[src/verilog/pin_mux_defines.svh]
// Purpose: Offsets, field positions, reset values and key for the pin mux block
// Assumes: Byte offsets within the configuration block
// Notes: Definitions only
`ifndef PIN_MUX_DEFINES_SVH
`define PIN_MUX_DEFINES_SVH

// ==========================================
// Register offsets
`define SEL_REG_OFS 12'h000
`define GUARD_REG_OFS 12'h018

// ==========================================
// Select register fields
`define SEL_USED_W 7
`define SEL_VIDC_BIT 6
`define SEL_VIDB_BIT 5
`define SEL_VIDA_BIT 4
`define SEL_TWC_BIT 3
`define SEL_SERB_BIT 2
`define SEL_SERA_BIT 1
`define SEL_AUD_BIT 0
`define SEL_RESET 32'h0000_0006

// ==========================================
// Guard register
`define GUARD_KEY 32'h10C0_010C
`define GUARD_RESET 1'b1

// ==========================================
// Software timing
// Cycles a master waits after an enable before touching that peripheral
`define ENABLE_WAIT 128

// ==========================================
// Shared pin groups
`define LOW_GRP_W 7
`define UP_GRP_W 8

`endif

[src/verilog/pin_mux_pkg.sv]
// Purpose: Types shared by the pin mux block
// Assumes: Nothing
// Notes: Constants live in the defines header
package pin_mux_pkg;
  typedef logic [31:0] word_t;
  typedef logic [11:0] ofs_t;
endpackage

[src/verilog/pin_share.sv]
// Purpose: One group of shared pins between two owner peripherals
// Assumes: Owner outputs and enables on SYS_CLK
// Notes: Pad path is combinational; the pad cell adds no flop
`timescale 1ns/100ps
`default_nettype none
module pin_share #(
  parameter int W = 7
) (
  input wire logic clk,
  input wire logic rst_b,
  input wire logic sel_b,
  input wire logic a_on,
  input wire logic b_on,
  input wire logic [W-1:0] a_out,
  input wire logic [W-1:0] a_oe,
  input wire logic [W-1:0] b_out,
  input wire logic [W-1:0] b_oe,
  input wire logic [W-1:0] pad_in,
  output logic [W-1:0] pad_out,
  output logic [W-1:0] pad_oe,
  output logic [W-1:0] a_in,
  output logic [W-1:0] b_in
);
  logic owner_on;

  always_comb begin
    owner_on = sel_b ? b_on : a_on;
    // Disabled owner leaves the pad floating, the other owner never drives
    pad_oe = owner_on ? (sel_b ? b_oe : a_oe) : '0; // RQ20
    pad_out = sel_b ? b_out : a_out;
    // Deselected owner sees a quiet zero
    a_in = (!sel_b && a_on) ? pad_in : '0;
    b_in = (sel_b && b_on) ? pad_in : '0;
  end

  // ==========================================
  // Checks
  float_off_a: assert property (@(posedge clk) disable iff (!rst_b) // RQ20
    !owner_on |-> pad_oe == '0) else $error("pad driven while owner off");
  exclusive_a: assert property (@(posedge clk) disable iff (!rst_b) // RQ9
    (a_in != '0) |-> (!sel_b && b_in == '0)) else $error("both owners see pad");
endmodule
`default_nettype wire

[src/verilog/pin_mux.sv]
// Purpose: Peripheral enables, shared pin selection and guarded config register
// Assumes: Single-cycle register strobes on SYS_CLK
// Notes: Read data appears one cycle after REG_RD
// Function
// RQ1: Select bits 31..7 read zero; writes there are ignored.
// RQ2: Bit 6 enables video port C; clear powers it down; resets clear.
// RQ3: Bit 5 enables video port B; clear powers it down; resets clear.
// RQ4: Bit 4 enables video port A; clear powers it down; resets clear.
// RQ5: Bit 3 enables two-wire controller; clear powers it down; resets clear.
// RQ6: Bit 2 hands port B lower pins to serial B; resets set.
// RQ7: Bit 1 hands port A lower pins to serial A; resets set.
// RQ8: Bit 0 hands both upper pin groups to the audio port.
// RQ9: Video lower data 8..2 shared with paired serial port signals.
// RQ10: Upper data 19..12 of A and B shared with audio signals.
// RQ11: Audio, video ports and two-wire controller come up disabled.
// RQ12: Exact 32-bit key written to guard register unlocks the select register.
// RQ13: Guard register read returns guard flag: 1 locked, 0 unlocked.
// RQ14: Select register changes only while guard flag is zero.
// RQ15: Software should not switch pin sharing at run time.
// RQ16: Software idles a peripheral before disabling it.
// RQ17: Any select register write relocks it.
// RQ18: Masters wait 128 cycles after enabling before access.
// RQ19: Guard flag resets to locked.
// RQ20: Pin with disabled selected owner is undriven.
`include "pin_mux_defines.svh"
`timescale 1ns/100ps
`default_nettype none
module pin_mux (
  input wire logic SYS_CLK,
  input wire logic RST_B,
  input wire logic REG_WR,
  input wire logic REG_RD,
  input wire pin_mux_pkg::ofs_t REG_ADDR,
  input wire pin_mux_pkg::word_t REG_WDATA,
  output pin_mux_pkg::word_t REG_RDATA,
  output logic VIDEO_PORT_A_ON,
  output logic VIDEO_PORT_B_ON,
  output logic VIDEO_PORT_C_ON,
  output logic TWO_WIRE_CTRL_ON,
  output logic SERIAL_A_ON,
  output logic SERIAL_B_ON,
  output logic AUDIO_ON,
  input wire logic [`LOW_GRP_W-1:0] VIDA_LO_OUT,
  input wire logic [`LOW_GRP_W-1:0] VIDA_LO_OE,
  output logic [`LOW_GRP_W-1:0] VIDA_LO_IN,
  input wire logic [`LOW_GRP_W-1:0] SERA_OUT,
  input wire logic [`LOW_GRP_W-1:0] SERA_OE,
  output logic [`LOW_GRP_W-1:0] SERA_IN,
  input wire logic [`LOW_GRP_W-1:0] PADA_LO_IN,
  output logic [`LOW_GRP_W-1:0] PADA_LO_OUT,
  output logic [`LOW_GRP_W-1:0] PADA_LO_OE,
  input wire logic [`LOW_GRP_W-1:0] VIDB_LO_OUT,
  input wire logic [`LOW_GRP_W-1:0] VIDB_LO_OE,
  output logic [`LOW_GRP_W-1:0] VIDB_LO_IN,
  input wire logic [`LOW_GRP_W-1:0] SERB_OUT,
  input wire logic [`LOW_GRP_W-1:0] SERB_OE,
  output logic [`LOW_GRP_W-1:0] SERB_IN,
  input wire logic [`LOW_GRP_W-1:0] PADB_LO_IN,
  output logic [`LOW_GRP_W-1:0] PADB_LO_OUT,
  output logic [`LOW_GRP_W-1:0] PADB_LO_OE,
  input wire logic [`UP_GRP_W-1:0] VIDA_UP_OUT,
  input wire logic [`UP_GRP_W-1:0] VIDA_UP_OE,
  output logic [`UP_GRP_W-1:0] VIDA_UP_IN,
  input wire logic [`UP_GRP_W-1:0] AUD_CTL_OUT,
  input wire logic [`UP_GRP_W-1:0] AUD_CTL_OE,
  output logic [`UP_GRP_W-1:0] AUD_CTL_IN,
  input wire logic [`UP_GRP_W-1:0] PADA_UP_IN,
  output logic [`UP_GRP_W-1:0] PADA_UP_OUT,
  output logic [`UP_GRP_W-1:0] PADA_UP_OE,
  input wire logic [`UP_GRP_W-1:0] VIDB_UP_OUT,
  input wire logic [`UP_GRP_W-1:0] VIDB_UP_OE,
  output logic [`UP_GRP_W-1:0] VIDB_UP_IN,
  input wire logic [`UP_GRP_W-1:0] AUD_DATA_OUT,
  input wire logic [`UP_GRP_W-1:0] AUD_DATA_OE,
  output logic [`UP_GRP_W-1:0] AUD_DATA_IN,
  input wire logic [`UP_GRP_W-1:0] PADB_UP_IN,
  output logic [`UP_GRP_W-1:0] PADB_UP_OUT,
  output logic [`UP_GRP_W-1:0] PADB_UP_OE
);
  import pin_mux_pkg::*;

  logic [`SEL_USED_W-1:0] sel_q;
  logic [`SEL_USED_W-1:0] sel_d;
  logic guard_q;
  logic guard_d;
  word_t rdata_q;
  word_t rdata_d;
  logic wr_sel;
  logic wr_guard;
  localparam word_t SEL_RST_WORD = `SEL_RESET;

  function automatic word_t sel_word(input logic [`SEL_USED_W-1:0] v);
    sel_word = {{(32 - `SEL_USED_W){1'b0}}, v};
  endfunction

  // ==========================================
  // Register file
  always_comb begin
    wr_sel = REG_WR && (REG_ADDR == `SEL_REG_OFS);
    wr_guard = REG_WR && (REG_ADDR == `GUARD_REG_OFS);
    sel_d = sel_q;
    guard_d = guard_q;
    if (wr_sel) begin
      if (!guard_q) begin
        sel_d = REG_WDATA[`SEL_USED_W-1:0]; // RQ14 RQ1
      end
      guard_d = 1'b1; // RQ17
    end else if (wr_guard) begin
      // Wrong key relocks, so a stray write never leaves it open
      guard_d = (REG_WDATA != `GUARD_KEY); // RQ12
    end
    rdata_d = rdata_q;
    if (REG_RD) begin
      if (REG_ADDR == `SEL_REG_OFS) begin
        rdata_d = sel_word(sel_q); // RQ1
      end else if (REG_ADDR == `GUARD_REG_OFS) begin
        rdata_d = {31'h0000_0000, guard_q}; // RQ13
      end else begin
        rdata_d = 32'h0000_0000;
      end
    end
  end

  always_ff @(posedge SYS_CLK) begin
    if (!RST_B) begin
      sel_q <= SEL_RST_WORD[`SEL_USED_W-1:0]; // RQ11
      guard_q <= `GUARD_RESET; // RQ19
      rdata_q <= 32'h0000_0000;
    end else begin
      sel_q <= sel_d;
      guard_q <= guard_d;
      rdata_q <= rdata_d;
    end
  end

  // ==========================================
  // Enables
  always_comb begin
    REG_RDATA = rdata_q;
    VIDEO_PORT_C_ON = sel_q[`SEL_VIDC_BIT]; // RQ2
    VIDEO_PORT_B_ON = sel_q[`SEL_VIDB_BIT]; // RQ3
    VIDEO_PORT_A_ON = sel_q[`SEL_VIDA_BIT]; // RQ4
    TWO_WIRE_CTRL_ON = sel_q[`SEL_TWC_BIT]; // RQ5
    SERIAL_B_ON = sel_q[`SEL_SERB_BIT]; // RQ6
    SERIAL_A_ON = sel_q[`SEL_SERA_BIT]; // RQ7
    AUDIO_ON = sel_q[`SEL_AUD_BIT]; // RQ8
  end

  // ==========================================
  // Shared pin groups
  pin_share #(.W(`LOW_GRP_W)) lo_a ( // RQ9 RQ7
    .clk(SYS_CLK), .rst_b(RST_B), .sel_b(sel_q[`SEL_SERA_BIT]),
    .a_on(sel_q[`SEL_VIDA_BIT]), .b_on(1'b1),
    .a_out(VIDA_LO_OUT), .a_oe(VIDA_LO_OE), .b_out(SERA_OUT), .b_oe(SERA_OE),
    .pad_in(PADA_LO_IN), .pad_out(PADA_LO_OUT), .pad_oe(PADA_LO_OE),
    .a_in(VIDA_LO_IN), .b_in(SERA_IN)
  );
  pin_share #(.W(`LOW_GRP_W)) lo_b ( // RQ9 RQ6
    .clk(SYS_CLK), .rst_b(RST_B), .sel_b(sel_q[`SEL_SERB_BIT]),
    .a_on(sel_q[`SEL_VIDB_BIT]), .b_on(1'b1),
    .a_out(VIDB_LO_OUT), .a_oe(VIDB_LO_OE), .b_out(SERB_OUT), .b_oe(SERB_OE),
    .pad_in(PADB_LO_IN), .pad_out(PADB_LO_OUT), .pad_oe(PADB_LO_OE),
    .a_in(VIDB_LO_IN), .b_in(SERB_IN)
  );
  pin_share #(.W(`UP_GRP_W)) up_a ( // RQ10 RQ8
    .clk(SYS_CLK), .rst_b(RST_B), .sel_b(sel_q[`SEL_AUD_BIT]),
    .a_on(sel_q[`SEL_VIDA_BIT]), .b_on(1'b1),
    .a_out(VIDA_UP_OUT), .a_oe(VIDA_UP_OE), .b_out(AUD_CTL_OUT), .b_oe(AUD_CTL_OE),
    .pad_in(PADA_UP_IN), .pad_out(PADA_UP_OUT), .pad_oe(PADA_UP_OE),
    .a_in(VIDA_UP_IN), .b_in(AUD_CTL_IN)
  );
  pin_share #(.W(`UP_GRP_W)) up_b ( // RQ10 RQ8
    .clk(SYS_CLK), .rst_b(RST_B), .sel_b(sel_q[`SEL_AUD_BIT]),
    .a_on(sel_q[`SEL_VIDB_BIT]), .b_on(1'b1),
    .a_out(VIDB_UP_OUT), .a_oe(VIDB_UP_OE), .b_out(AUD_DATA_OUT), .b_oe(AUD_DATA_OE),
    .pad_in(PADB_UP_IN), .pad_out(PADB_UP_OUT), .pad_oe(PADB_UP_OE),
    .a_in(VIDB_UP_IN), .b_in(AUD_DATA_IN)
  );

  // ==========================================
  // Checks
  reset_state_a: assert property (@(posedge SYS_CLK) // RQ11
    !RST_B |=> (sel_word(sel_q) == `SEL_RESET && guard_q)) else $error("bad reset state");
  key_unlock_a: assert property (@(posedge SYS_CLK) disable iff (!RST_B) // RQ12
    wr_guard && REG_WDATA == `GUARD_KEY |=> !guard_q) else $error("key did not unlock");
  bad_key_a: assert property (@(posedge SYS_CLK) disable iff (!RST_B) // RQ12
    wr_guard && REG_WDATA != `GUARD_KEY |=> guard_q) else $error("wrong key unlocked");
  guard_read_a: assert property (@(posedge SYS_CLK) disable iff (!RST_B) // RQ13
    REG_RD && REG_ADDR == `GUARD_REG_OFS |=> REG_RDATA == {31'h0, $past(guard_q)})
    else $error("guard read wrong");
  locked_hold_a: assert property (@(posedge SYS_CLK) disable iff (!RST_B) // RQ14
    wr_sel && guard_q |=> $stable(sel_q)) else $error("locked write changed select");
  open_write_a: assert property (@(posedge SYS_CLK) disable iff (!RST_B) // RQ14
    wr_sel && !guard_q |=> sel_q == $past(REG_WDATA[`SEL_USED_W-1:0]))
    else $error("unlocked write lost");
  relock_a: assert property (@(posedge SYS_CLK) disable iff (!RST_B) // RQ17
    wr_sel |=> guard_q) else $error("no relock");
  reserved_read_a: assert property (@(posedge SYS_CLK) disable iff (!RST_B) // RQ1
    REG_RD && REG_ADDR == `SEL_REG_OFS |=> REG_RDATA[31:`SEL_USED_W] == '0)
    else $error("reserved bits not zero");
  enable_track_a: assert property (@(posedge SYS_CLK) disable iff (!RST_B) // RQ3
    wr_sel && !guard_q ##1 1'b1 |-> VIDEO_PORT_B_ON == $past(REG_WDATA[`SEL_VIDB_BIT]))
    else $error("port enable mismatch");

  unlock_c: cover property (@(posedge SYS_CLK) disable iff (!RST_B)
    wr_guard && REG_WDATA == `GUARD_KEY ##1 wr_sel && !guard_q);
  locked_c: cover property (@(posedge SYS_CLK) disable iff (!RST_B) wr_sel && guard_q);
  audio_c: cover property (@(posedge SYS_CLK) disable iff (!RST_B) AUDIO_ON && VIDEO_PORT_A_ON);
endmodule
`default_nettype wire

[config.mk]
export PLATFORM = sky130hd
export DESIGN_NAME = pin_mux
export DESIGN_NICKNAME = d
export VERILOG_FILES = /design/src/verilog/pin_mux_pkg.sv /design/src/verilog/pin_share.sv /design/src/verilog/pin_mux.sv
export VERILOG_INCLUDE_DIRS = /design/src /design/src/verilog
export SDC_FILE = /design/constraint.sdc
export NUM_CORES = 1
export LEC_CHECK = 0
export ABC_AREA = 1
export BUFFER_PORTS_ARGS = -buffer_cell sky130_fd_sc_hd__buf_2
export CORE_AREA = 5 5 135 137
export CTS_CLUSTER_DIAMETER = 120
export CTS_CLUSTER_SIZE = 16
export DETAILED_ROUTE_END_ITERATION = 10
export DIE_AREA = 0 0 140 142
export HOLD_SLACK_MARGIN = 0.12
export PLACE_DENSITY_LB_ADDON = 0.15
export REMOVE_ABC_BUFFERS = 1
export SETUP_SLACK_MARGIN = 0.15
export SKIP_CTS_REPAIR_TIMING = 1
export SKIP_LAST_GASP = 1
export SYNTH_ARGS = -nofsm -noshare
export SYNTH_HDL_FRONTEND = slang
export SYNTH_SLANG_ARGS = --single-unit
[constraint.sdc]
create_clock -name SYS_CLK -period 2.65 [get_ports SYS_CLK]
set_clock_uncertainty 0.1 [all_clocks]
set_input_delay 0.3975 -clock SYS_CLK [delete_from_list [all_inputs] [get_ports SYS_CLK]]
set_output_delay 0.3975 -clock SYS_CLK [all_outputs]
set_load 0.01 [all_outputs]
## Word level (Yosys, flattened, before mapping)

Cells that the tools add are included.

- Output and inout bits: 159
- Input bits: 198
- Word-level logic and storage cells: 45
- Register bits after elaboration: 40

- Bitwise logic cells: 2
- Reductions and logical operators: 12
- Equality and inequality tests: 2
- Multiplexer cells: 26

Operator list:

| kind | count |
|---|---|
| two-way mux 8 bit | 10 |
| two-way mux 7 bit | 11 |
| inequality test 32 x 29 -> 1 bit, second input constant | 1 |
| equality test 12 x 5 -> 1 bit, second input constant | 1 |
| zero test 12 bit | 1 |
| logical AND 1 bit | 6 |
| two-way mux 1 bit | 5 |
| zero test 1 bit | 3 |
| inverter 1 bit | 2 |
| AND reduction 2 bit | 1 |
| OR reduction 2 bit | 1 |

## Depth between registers and ports, before layout

Gate-level depths: netlist (run 1).

- Word-level depth: 3
- Depth in mapped cells: 8

## Modules after synthesis

A second synthesis (run 1) with hierarchy kept.

- Cells, all modules: 521
- Area, all modules: 2650.0 µm²

By module, submodules not included:

| module | cells an instance | instances | area each (µm²) |
|---|---|---|---|
| pin_mux | 163 | 1 | 1056.0 |
| pin_share at up_a ... | 95 | 2 | 417.9 |
| pin_share at lo_a ... | 84 | 2 | 379.1 |

## Least setup slack after synthesis (run 1)

Ideal clock, no wire load.

- Kind: register to output
- Start: register sel_q[0]
- End: output port PADA_UP_OE[1]
- Path slack: 1066 ps
- Data required time: 2152 ps
- Cell stages (with the launch flop): 6
- Buffers on the path: 2
- Data arrival time: 1087 ps
- Path through: dfxtp_1 -> clkbuf_1 -> clkinv_1 -> clkbuf_1 -> nand3_1 -> nand2_1

- Word-level cells in the longest chain between the ends: 2
- Elaborated cells on any way between the ends: 3
- Those cells by class: mux: 3

Ends and longest elaborated chain:

| what | RTL line | source |
|---|---|---|
| start: declaration | pin_mux.sv:82 | `` logic [`SEL_USED_W-1:0] sel_q; `` |
| start signal: assignment | pin_mux.sv:126 | `` sel_q <= SEL_RST_WORD[`SEL_USED_W-1:0]; `` |
| start signal: assignment | pin_mux.sv:130 | `sel_q <= sel_d;` |
| two-way mux 8 bit / two-way mux 1 bit (equally long branches) | pin_share.sv:29, pin_share.sv:27 |  |
| two-way mux 8 bit * | pin_share.sv:29 | `pad_oe = owner_on ? (sel_b ? b_oe : a_oe) : '0;` |
| end: declaration | pin_mux.sv:69 | `` output logic [`UP_GRP_W-1:0] PADA_UP_OE, `` |

Every way passes the cells marked *; elsewhere a longest branch is shown, timed or not.

## Worst setup path in the final report (run 1)

- Start: register sel_q[5]
- End: output port VIDB_UP_IN[4]

- Word-level cells in the longest chain between the ends: 2

Ends and longest elaborated chain:

| what | RTL line | source |
|---|---|---|
| logical AND 1 bit | pin_share.sv:32 | `a_in = (!sel_b && a_on) ? pad_in : '0;` |
| two-way mux 8 bit | pin_share.sv:32 |  |
| end: declaration | pin_mux.sv:72 | `` output logic [`UP_GRP_W-1:0] VIDB_UP_IN, `` |

Every way passes these cells.

==> results of run 1 <==
final timing paths:
kind           startpoint             to  slack (ns)  depth (start not counted)
max              sel_q[5]  VIDB_UP_IN[4]        0.62                          3
min reg2reg      sel_q[3]   REG_RDATA[3]        0.38                          2
max reg2reg      sel_q[0]   REG_RDATA[0]        1.41                          5
min          REG_WDATA[1]       sel_q[1]        0.29                          3
power breakdown:
part | internal [uW] | switching [uW] | total [uW] | leakage (uW)
combinational | 166 | 158 | 324 | 0.00287
sequential | 231 | 2.29 | 233 | 0.000123
clock | 204 | 92.1 | 296 | 0.0000382
stage by stage:
| stage | total power [uW] | TNS [ns] |
|---|---|---|
| finish | 854 | 0 |
| global route | 911 | 0 |
| CTS | 868 | 0 |
| detailed placement | 563 | 0 |
| global placement | 563 | 0 |
| floorplan | 348 | -13.55 |
synth_stat cells (all sizes together):
cell / instances
nand4: 4
nor2: 63
buf: 33
nand2: 219
inv: 83
o21a: 1
clkbuf: 15
a21oi: 6
nor3: 1
nand3: 37
clkinv: 1
dfxtp: 15
and2: 1
o21ai: 7
conb: 1
cell type report:
| cell class | instances | share of cell area [%] |
|---|---|---|
| Multi-Input combinational cell | 364 | 35.3 |
| Tap cell | 225 | 6.79 |
| Sequential cell | 15 | 7.27 |
| Timing Repair Buffer | 338 | 41.2 |
| Clock buffer | 4 | 1.90 |
| Inverter | 84 | 7.60 |
state kept, by name, indices dropped and copies added (netlist names):
name,flops
sel_q,7
guard_q,1
REG_RDATA,7
metal layers:
metal,GRT usage [%],share of wire [%],vias to the layer above
li1,-,-,2000
met1,12.9,36,1508
met2,22.2,53,183
met3,2.79,9.4,16
met4,2.35,1.7,2
met5,0,0.054,-
worst max-delay path, cell delays in order (launching register included):
cell and delay (ns):
sky130_fd_sc_hd__dfxtp_1 0.61, sky130_fd_sc_hd__nand2_1 0.35, sky130_fd_sc_hd__nor2_1 0.17, sky130_fd_sc_hd__buf_2 0.15
logic make-up after synthesis:
kind of cell | count (synthesis)
simple gates | 325
buf+inv | 132
flops | 15
compound gates | 14
other cells | 1
==> flow_summary.ini, run 1 <==
[status]
status = completed

[worst_setup_path]
worst_ep_arrival_time_ns = 1.54
worst_setup_path_start_kind = flop
critPathMaxFanout = 12
critPathCaptureType = primary output
crit_type = reg -> out
required_ns = 2.15

[sta]
fmaxAchievable_mhz = 492
rsz0062_at_grt = false
timing_worst_slew_pin_value_ns = 0.527
period_share_pct = 76.7
maxSlewViolCount = 0
period_minus_slack_ns = 2.03
hold_ws_ns = 0.287
maxSlewHeadroom_pct = 64.8
final-hold-violation-count = 0
pnr_worst_setup_slack_ns = 0.617
finalSetupViolations = 0

[global_routing]
grt_overflow_total = 0
first_global_vias = 3559
track_usage_pct = 11.5
grt_pass1_wl_um = 18700
antenna_found_initial = 1
grt_start_max_net_pins = 51

[floorplan]
fp.dieArea_sq_mm = 0.0199
core_sq_mm = 0.0169
pin_count = 357
std_cell_rows = 48
start_util_pct = 13.5
die_x_um = 140
die_h_um = 142

[route]
routed_via_density = 3.60
drt-wirelength-per-cell_um = 12.5
detail_route.drc_violations = 0
wirelength_um = 12900
vias = 3709
ant_nets_after_route = 0
detailedRoute.firstIterationViolations = 170
detail_route.first_pass.iterations = 5

[pwr]
power.density_mw_per_mm2 = 206
p_leak_uw = 0.00303
ir_worst_vdd_mv = 0.278

[cts]
clk-insertion-delay-late_ns = 0.24
cts.clk_slew.worst_paths_ns = 0.05
cts-root-buf = sky130_fd_sc_hd__clkbuf_16
htree_num_levels = 1
cts_tree = built
cts_buffer_depth = 2
cts_buffers = 3
sinks_on_clock_net = 15

[cells_and_area]
post_route_cells_drive_above_1_share_pct = 42.9
commonest_non_fill_non_tap_cell_in_the_layout = sky130_fd_sc_hd__buf_2
postLayoutCellArea_sq_mm = 0.00415
area_of_combinational_cells_with_multiple_inputs_sq_mm = 0.00146
final_core_utilization_pct = 24.5
final.fill_count = 2019
nets = 1004
finalNonFillerCells = 1030
layout.cells.most_common_list = sky130_fd_sc_hd__buf_2 (331), sky130_fd_sc_hd__nand2_1 (219), sky130_fd_sc_hd__inv_1 (83)
synthToLayoutAreaGrowth_pct = 80.8
insertedDiodeCount = 0
regArea_sq_um = 302

[synthesis]
synthXorXnorAreaFrac_pct = 0
yosysSeqAreaShare_pct = 13.1
synth_cell_types = 22
synth-compound-area-share_pct = 3.16
netlist_area_sq_mm = 0.00229
synth.area.mux_share_pct = 0
synth.area.top_cells = sky130_fd_sc_hd__nand2_1 (36%), sky130_fd_sc_hd__inv_1 (14%), sky130_fd_sc_hd__dfxtp_1 (13%)
share_of_synthesized_cell_area_in_full_adder_half_adder_and_majority_cells_pct = 0
netlist_instances = 487
synth_area_per_cell_sq_um = 4.71
synth_top_family_by_area = simple AND/OR/NAND/NOR gates
ys_seq_elements = 15
synthDominantCellAreaShare_pct = 35.8
synth_largest_area_cell = sky130_fd_sc_hd__nand2_1
synth_simple_gate_area_share_pct = 56.5
yosysWarningCount = 0

[hold_path]
worst_hold_path_type = in -> reg

[place]
placedInstanceArea_sq_mm = 0.00407
portBuffers = 331
pre_cts_ws_ns = 0.806
gpl.final_weighted_congestion = 0.792
hpwlAfterDp_um = 11000
post_placement_cell_count = 1026

[job]
cap_violations = 0
(Power assumes the default switching activity.)
==> run 2: changes to the inputs <==
==> constraint.sdc (replaced) <==
create_clock -name SYS_CLK -period 1.9 [get_ports SYS_CLK]
set_clock_uncertainty 0.1 [all_clocks]
set_input_delay 0.285 -clock SYS_CLK [delete_from_list [all_inputs] [get_ports SYS_CLK]]
set_output_delay 0.285 -clock SYS_CLK [all_outputs]
set_load 0.01 [all_outputs]
==> flow_summary.ini, run 2 (synthesized netlist as in run 1, its figures left out) <==
[global_routing]
grt_start_max_net_pins = 51
antenna_found_initial = 0
first_global_vias = 3442
grt_overflow_total = 0
grt_pass1_wl_um = 18700
track_usage_pct = 11.4

[sta]
finalSetupViolations = 0
rsz0062_at_grt = true
final-hold-violation-count = 0
period_minus_slack_ns = 1.66
maxSlewViolCount = 0
pnr_worst_setup_slack_ns = 0.242
timing.setup.tns_ns = 0
fmaxAchievable_mhz = 603
period_share_pct = 87.3

[cells_and_area]
post_route_cells_drive_above_1_share_pct = 43.6
commonest_non_fill_non_tap_cell_in_the_layout = sky130_fd_sc_hd__buf_2
finalNonFillerCells = 1036
synthToLayoutAreaGrowth_pct = 83.8
nets = 1010
postLayoutCellArea_sq_mm = 0.00422
insertedDiodeCount = 0
layout.cells.most_common_list = sky130_fd_sc_hd__buf_2 (331), sky130_fd_sc_hd__nand2_1 (216), sky130_fd_sc_hd__inv_1 (83)

[hold_path]
worstHoldStart = REG_WDATA[1]
timing.hold.worst_path_depth = 3
worst_hold_path_type = in -> reg
hold-path-endpoint = sel_q[1]

[route]
detailedRoute.firstIterationViolations = 112
detail_route.first_pass.iterations = 4
detail_route.drc_violations = 0
ant_nets_after_route = 0
routed_via_density = 3.60
wirelength_um = 12900
drt-wirelength-per-cell_um = 12.5
vias = 3730

[job]
cap_violations = 0

[worst_setup_path]
critPathCaptureType = primary output
critPathMaxFanout = 34
max_stage_delay_ns = 0.32
cell_family_contributing_the_most_delay_on_the_critical_path = buffers and inverters
required_ns = 1.51
crit_type = reg -> out
reg2reg_depth = 4
crit_path_top_delay_cell = sky130_fd_sc_hd__dfxtp_2
cp.buffers_inverters = 3
worst_setup_path_start_kind = flop
critical_path.cell_chain = clkinv_1 -> buf_12 -> nand2_2 -> nor2_1 -> buf_2
reg2reg_setup_slack_ns = 0.74
worst_ep_arrival_time_ns = 1.27
r2r_end = sel_q[0]
r2r-start = guard_q

[floorplan]
start_util_pct = 13.5
core_sq_mm = 0.0169
std_cell_rows = 48
die_x_um = 140
pin_count = 357
fp.dieArea_sq_mm = 0.0199
die_h_um = 142

[cts]
cts_buffers = 3
cts_tree = built
clk-insertion-delay-late_ns = 0.24
cts_buffer_depth = 2
sinks_on_clock_net = 15
cts-root-buf = sky130_fd_sc_hd__clkbuf_16
cts.clk_slew.worst_paths_ns = 0.05
htree_num_levels = 1

[pwr]
power.density_mw_per_mm2 = 281
ir_worst_vdd_mv = 0.296
clock_power_share_pct = 34.3
seqPwrFrac_pct = 27.5
swShare_pct = 29.3
power.switching_uw = 348
p_leak_uw = 0.00307
comb_power_share_pct = 38.2
internal-power_uw = 839

[place]
hpwlAfterDp_um = 11100
pre_cts_ws_ns = 0.367
gpl.final_weighted_congestion = 0.819
portBuffers = 331
placedInstanceArea_sq_mm = 0.00413
post_placement_cell_count = 1032

[status]
status = completed
-- run 2: metal layers --
layer	vias to the layer above	wire (um)	GRT usage [%]
li1	2014	-	-
met1	1524	4930	13.5
met2	172	6620	21.1
met3	20	1060	2.32
met4	0	309	2.80
met5	-	0	0
-- run 2: worst register-to-register path, cell delays in order, from the launching register on --
cell                      delay, ns
sky130_fd_sc_hd__dfxtp_1       0.33
sky130_fd_sc_hd__inv_1         0.07
sky130_fd_sc_hd__nand4_2       0.29
sky130_fd_sc_hd__nor2_1        0.20
sky130_fd_sc_hd__nor2_1        0.06
-- run 2: stage by stage --
| stage | utilization (%) | hold slack, ns | total power, uW |
|---|---|---|---|
| finish | 24.9 | 0.169 | 1190 |
| global route | 24.9 | 0.203 | 1280 |
| CTS | 24.8 | 0.169 | 1210 |
| detailed placement | 24.4 | 0.372 | 788 |
| global placement | 24.4 | 0.384 | 788 |
| floorplan | - | 0.269 | 486 |
-- run 2: final cells by class --
class | instances | area, sq um
inverter | 84 | 315
tap | 225 | 282
fill | 2021 | 12700
sequential | 15 | 302
multi-input combinational | 364 | 1470
clock buffer | 4 | 78.8
timing repair buffer | 344 | 1770
-- run 2: worst max path at each step --
stage,from,end,slack [ns],cells after the start
floorplan,sel_q[0],VIDA_UP_IN[0],-1.07,3
global placement,sel_q[0],PADB_UP_OUT[0],0.35,4
detailed placement,REG_ADDR[11],sel_q[0],0.37,7
CTS,sel_q[0],PADB_UP_OUT[0],0.09,4
global route,sel_q[0],PADA_UP_OUT[0],0.11,4
finish,sel_q[0],VIDB_UP_IN[0],0.24,5
-- run 2: power by group through the flow --
| stage | Sequential [uW] | Clock (uW) | Combinational, uW |
|---|---|---|---|
| after detailed placement | 332 | 0 | 455 |
| after global placement | 333 | 0 | 456 |
| after floorplan | 335 | 0 | 151 |
| after CTS | 326 | 425 | 458 |
| final | 326 | 407 | 453 |
| after global routing | 326 | 438 | 511 |
==> run 3: changes to the inputs <==
--- a/config.mk
+++ b/config.mk
@@ -8,11 +8,13 @@
 export LEC_CHECK = 0
 export ABC_AREA = 1
 export BUFFER_PORTS_ARGS = -buffer_cell sky130_fd_sc_hd__buf_2
-export CORE_AREA = 5 5 135 137
+export CELL_PAD_IN_SITES_DETAIL_PLACEMENT = 1
+export CELL_PAD_IN_SITES_GLOBAL_PLACEMENT = 1
+export CORE_AREA = 5 5 134 136
 export CTS_CLUSTER_DIAMETER = 120
 export CTS_CLUSTER_SIZE = 16
 export DETAILED_ROUTE_END_ITERATION = 10
-export DIE_AREA = 0 0 140 142
+export DIE_AREA = 0 0 139 141
 export HOLD_SLACK_MARGIN = 0.12
 export PLACE_DENSITY_LB_ADDON = 0.15
 export REMOVE_ABC_BUFFERS = 1
==> flow_summary.ini, run 3 (synthesized netlist as in run 1, its figures left out) <==
[floorplan]
start_util_pct = 13.6
die_h_um = 141
pin_count = 357
fp.dieArea_sq_mm = 0.0196
std_cell_rows = 48
die_x_um = 139
core_sq_mm = 0.0168

[route]
vias = 3849
highest_layer = met5
wirelength_um = 14200
ant_nets_after_route = 0
routed_via_density = 3.72
met2_layer_wire_length_in_the_routed_design_um = 7620
detail_route.first_pass.iterations = 4
met1_length_um = 5380
detailedRoute.firstIterationViolations = 108
drt-wirelength-per-cell_um = 13.7
detail_route.drc_violations = 0
routed-wl-met3_um = 1020

[worst_setup_path]
max_stage_delay_ns = 0.37
crit_path_start = sel_q[0]
r2r-start = guard_q
critPathCaptureType = primary output
r2r_end = sel_q[2]
critical_path.cell_chain = clkinvlp_4 -> buf_6 -> nand3_1 -> nand2_1 -> buf_2
reg2reg_depth = 4
worst_ep_arrival_time_ns = 1.28
crit_type = reg -> out
timing.critical_path.to = PADA_UP_OE[1]
required_ns = 1.51
crit_path_top_delay_cell = sky130_fd_sc_hd__dfxtp_2
reg2reg_setup_slack_ns = 0.73
critPathMaxFanout = 23
worst_setup_path_start_kind = flop

[pwr]
ir_worst_vdd_mv = 0.258
p_leak_uw = 0.00305
power.density_mw_per_mm2 = 286

[sta]
period_minus_slack_ns = 1.67
finalSetupViolations = 0
fmaxAchievable_mhz = 600
final-hold-violation-count = 0
timing.setup.tns_ns = 0
hold_ws_ns = 0.155
rsz0062_at_grt = true
maxSlewViolCount = 0
pnr_worst_setup_slack_ns = 0.234
period_share_pct = 87.7

[cts]
clk-insertion-delay-late_ns = 0.25
htree_num_levels = 1
cts_tree = built
sinks_on_clock_net = 15
cts_buffer_depth = 2
cts_buffers = 3
cts-root-buf = sky130_fd_sc_hd__clkbuf_16
cts.clk_slew.worst_paths_ns = 0.06

[cells_and_area]
nets = 1008
commonest_non_fill_non_tap_cell_in_the_layout = sky130_fd_sc_hd__buf_2
postLayoutCellArea_sq_mm = 0.00424
synthToLayoutAreaGrowth_pct = 84.8
post_route_cells_drive_above_1_share_pct = 44.3
insertedDiodeCount = 0
layout.cells.most_common_list = sky130_fd_sc_hd__buf_2 (331), sky130_fd_sc_hd__nand2_1 (215), sky130_fd_sc_hd__inv_1 (81)
final_core_utilization_pct = 25.2

[status]
status = completed

[global_routing]
first_global_vias = 3977
grt_start_max_net_pins = 51
grt_overflow_total = 0
antenna_found_initial = 1
track_usage_pct = 13.4
grt_pass1_wl_um = 21600

[hold_path]
worst_hold_path_type = in -> reg

[place]
pre_cts_ws_ns = 0.274
portBuffers = 331
hpwlAfterDp_um = 12300
placedInstanceArea_sq_mm = 0.00411
gpl.final_weighted_congestion = 0.851

[job]
cap_violations = 0
[run 3: cell types whose count changed in the layout (fill, tap and decap cells not counted), moves of 2 or more]
cell / previous run / this run
sky130_fd_sc_hd__clkinvlp_4: 0 / 2
sky130_fd_sc_hd__buf_12: 1 / 3
sky130_fd_sc_hd__buf_4: 11 / 7
sky130_fd_sc_hd__inv_1: 83 / 81
[run 3: cell type report]
class                           instances  area (sq um)
Fill cell                            2346         12600
Timing Repair Buffer                  342          1780
Multi-Input combinational cell        364          1470
Inverter                               84           323
Sequential cell                        15           303
Tap cell                              225           282
Clock buffer                            3          75.1
Clock inverter                          1          5.00
[run 3: how the worst min path moves through the flow]
stage | endpoint | depth (start not counted) | slack (ns) | startpoint
detailed placement | REG_RDATA[3] | 2 | 0.38 | sel_q[3]
finish | sel_q[1] | 3 | 0.15 | REG_WDATA[1]
floorplan | sel_q[1] | 1 | 0.27 | RST_B
global placement | REG_RDATA[6] | 2 | 0.38 | sel_q[6]
global route | sel_q[1] | 3 | 0.19 | REG_WDATA[1]
CTS | sel_q[1] | 3 | 0.15 | REG_WDATA[1]
[run 3: routing by layer]
layer  vias up  track usage (%)
li1       2010                -
met1      1654             15.1
met2       171             26.0
met3        12             3.22
met4         2             1.80
met5         -                0
[run 3: power breakdown]
part	switching [uW]	leakage (uW)	internal, uW	total, uW
Clock	146	0.0000409	282	428
Combinational	226	0.00289	232	458
Sequential	3.20	0.000123	322	325
Total	376	0.00305	836	1210
[run 3: worst max-delay path, delay by kind of cell (launching register included)]
| family | cells | cell delay [ns] |
|---|---|---|
| buf+inv | 3 | 0.49 |
| flops | 1 | 0.37 |
| simple gates | 2 | 0.16 |
[run 3: stage by stage]
stage | power [uW] | std cells
6_report | 1210 | 1034
5_1_grt | 1310 | 1034
4_1_cts | 1230 | 1032
3_5_place_dp | 795 | 1028
3_3_place_gp | 791 | 1028
2_1_floorplan | 486 | 463
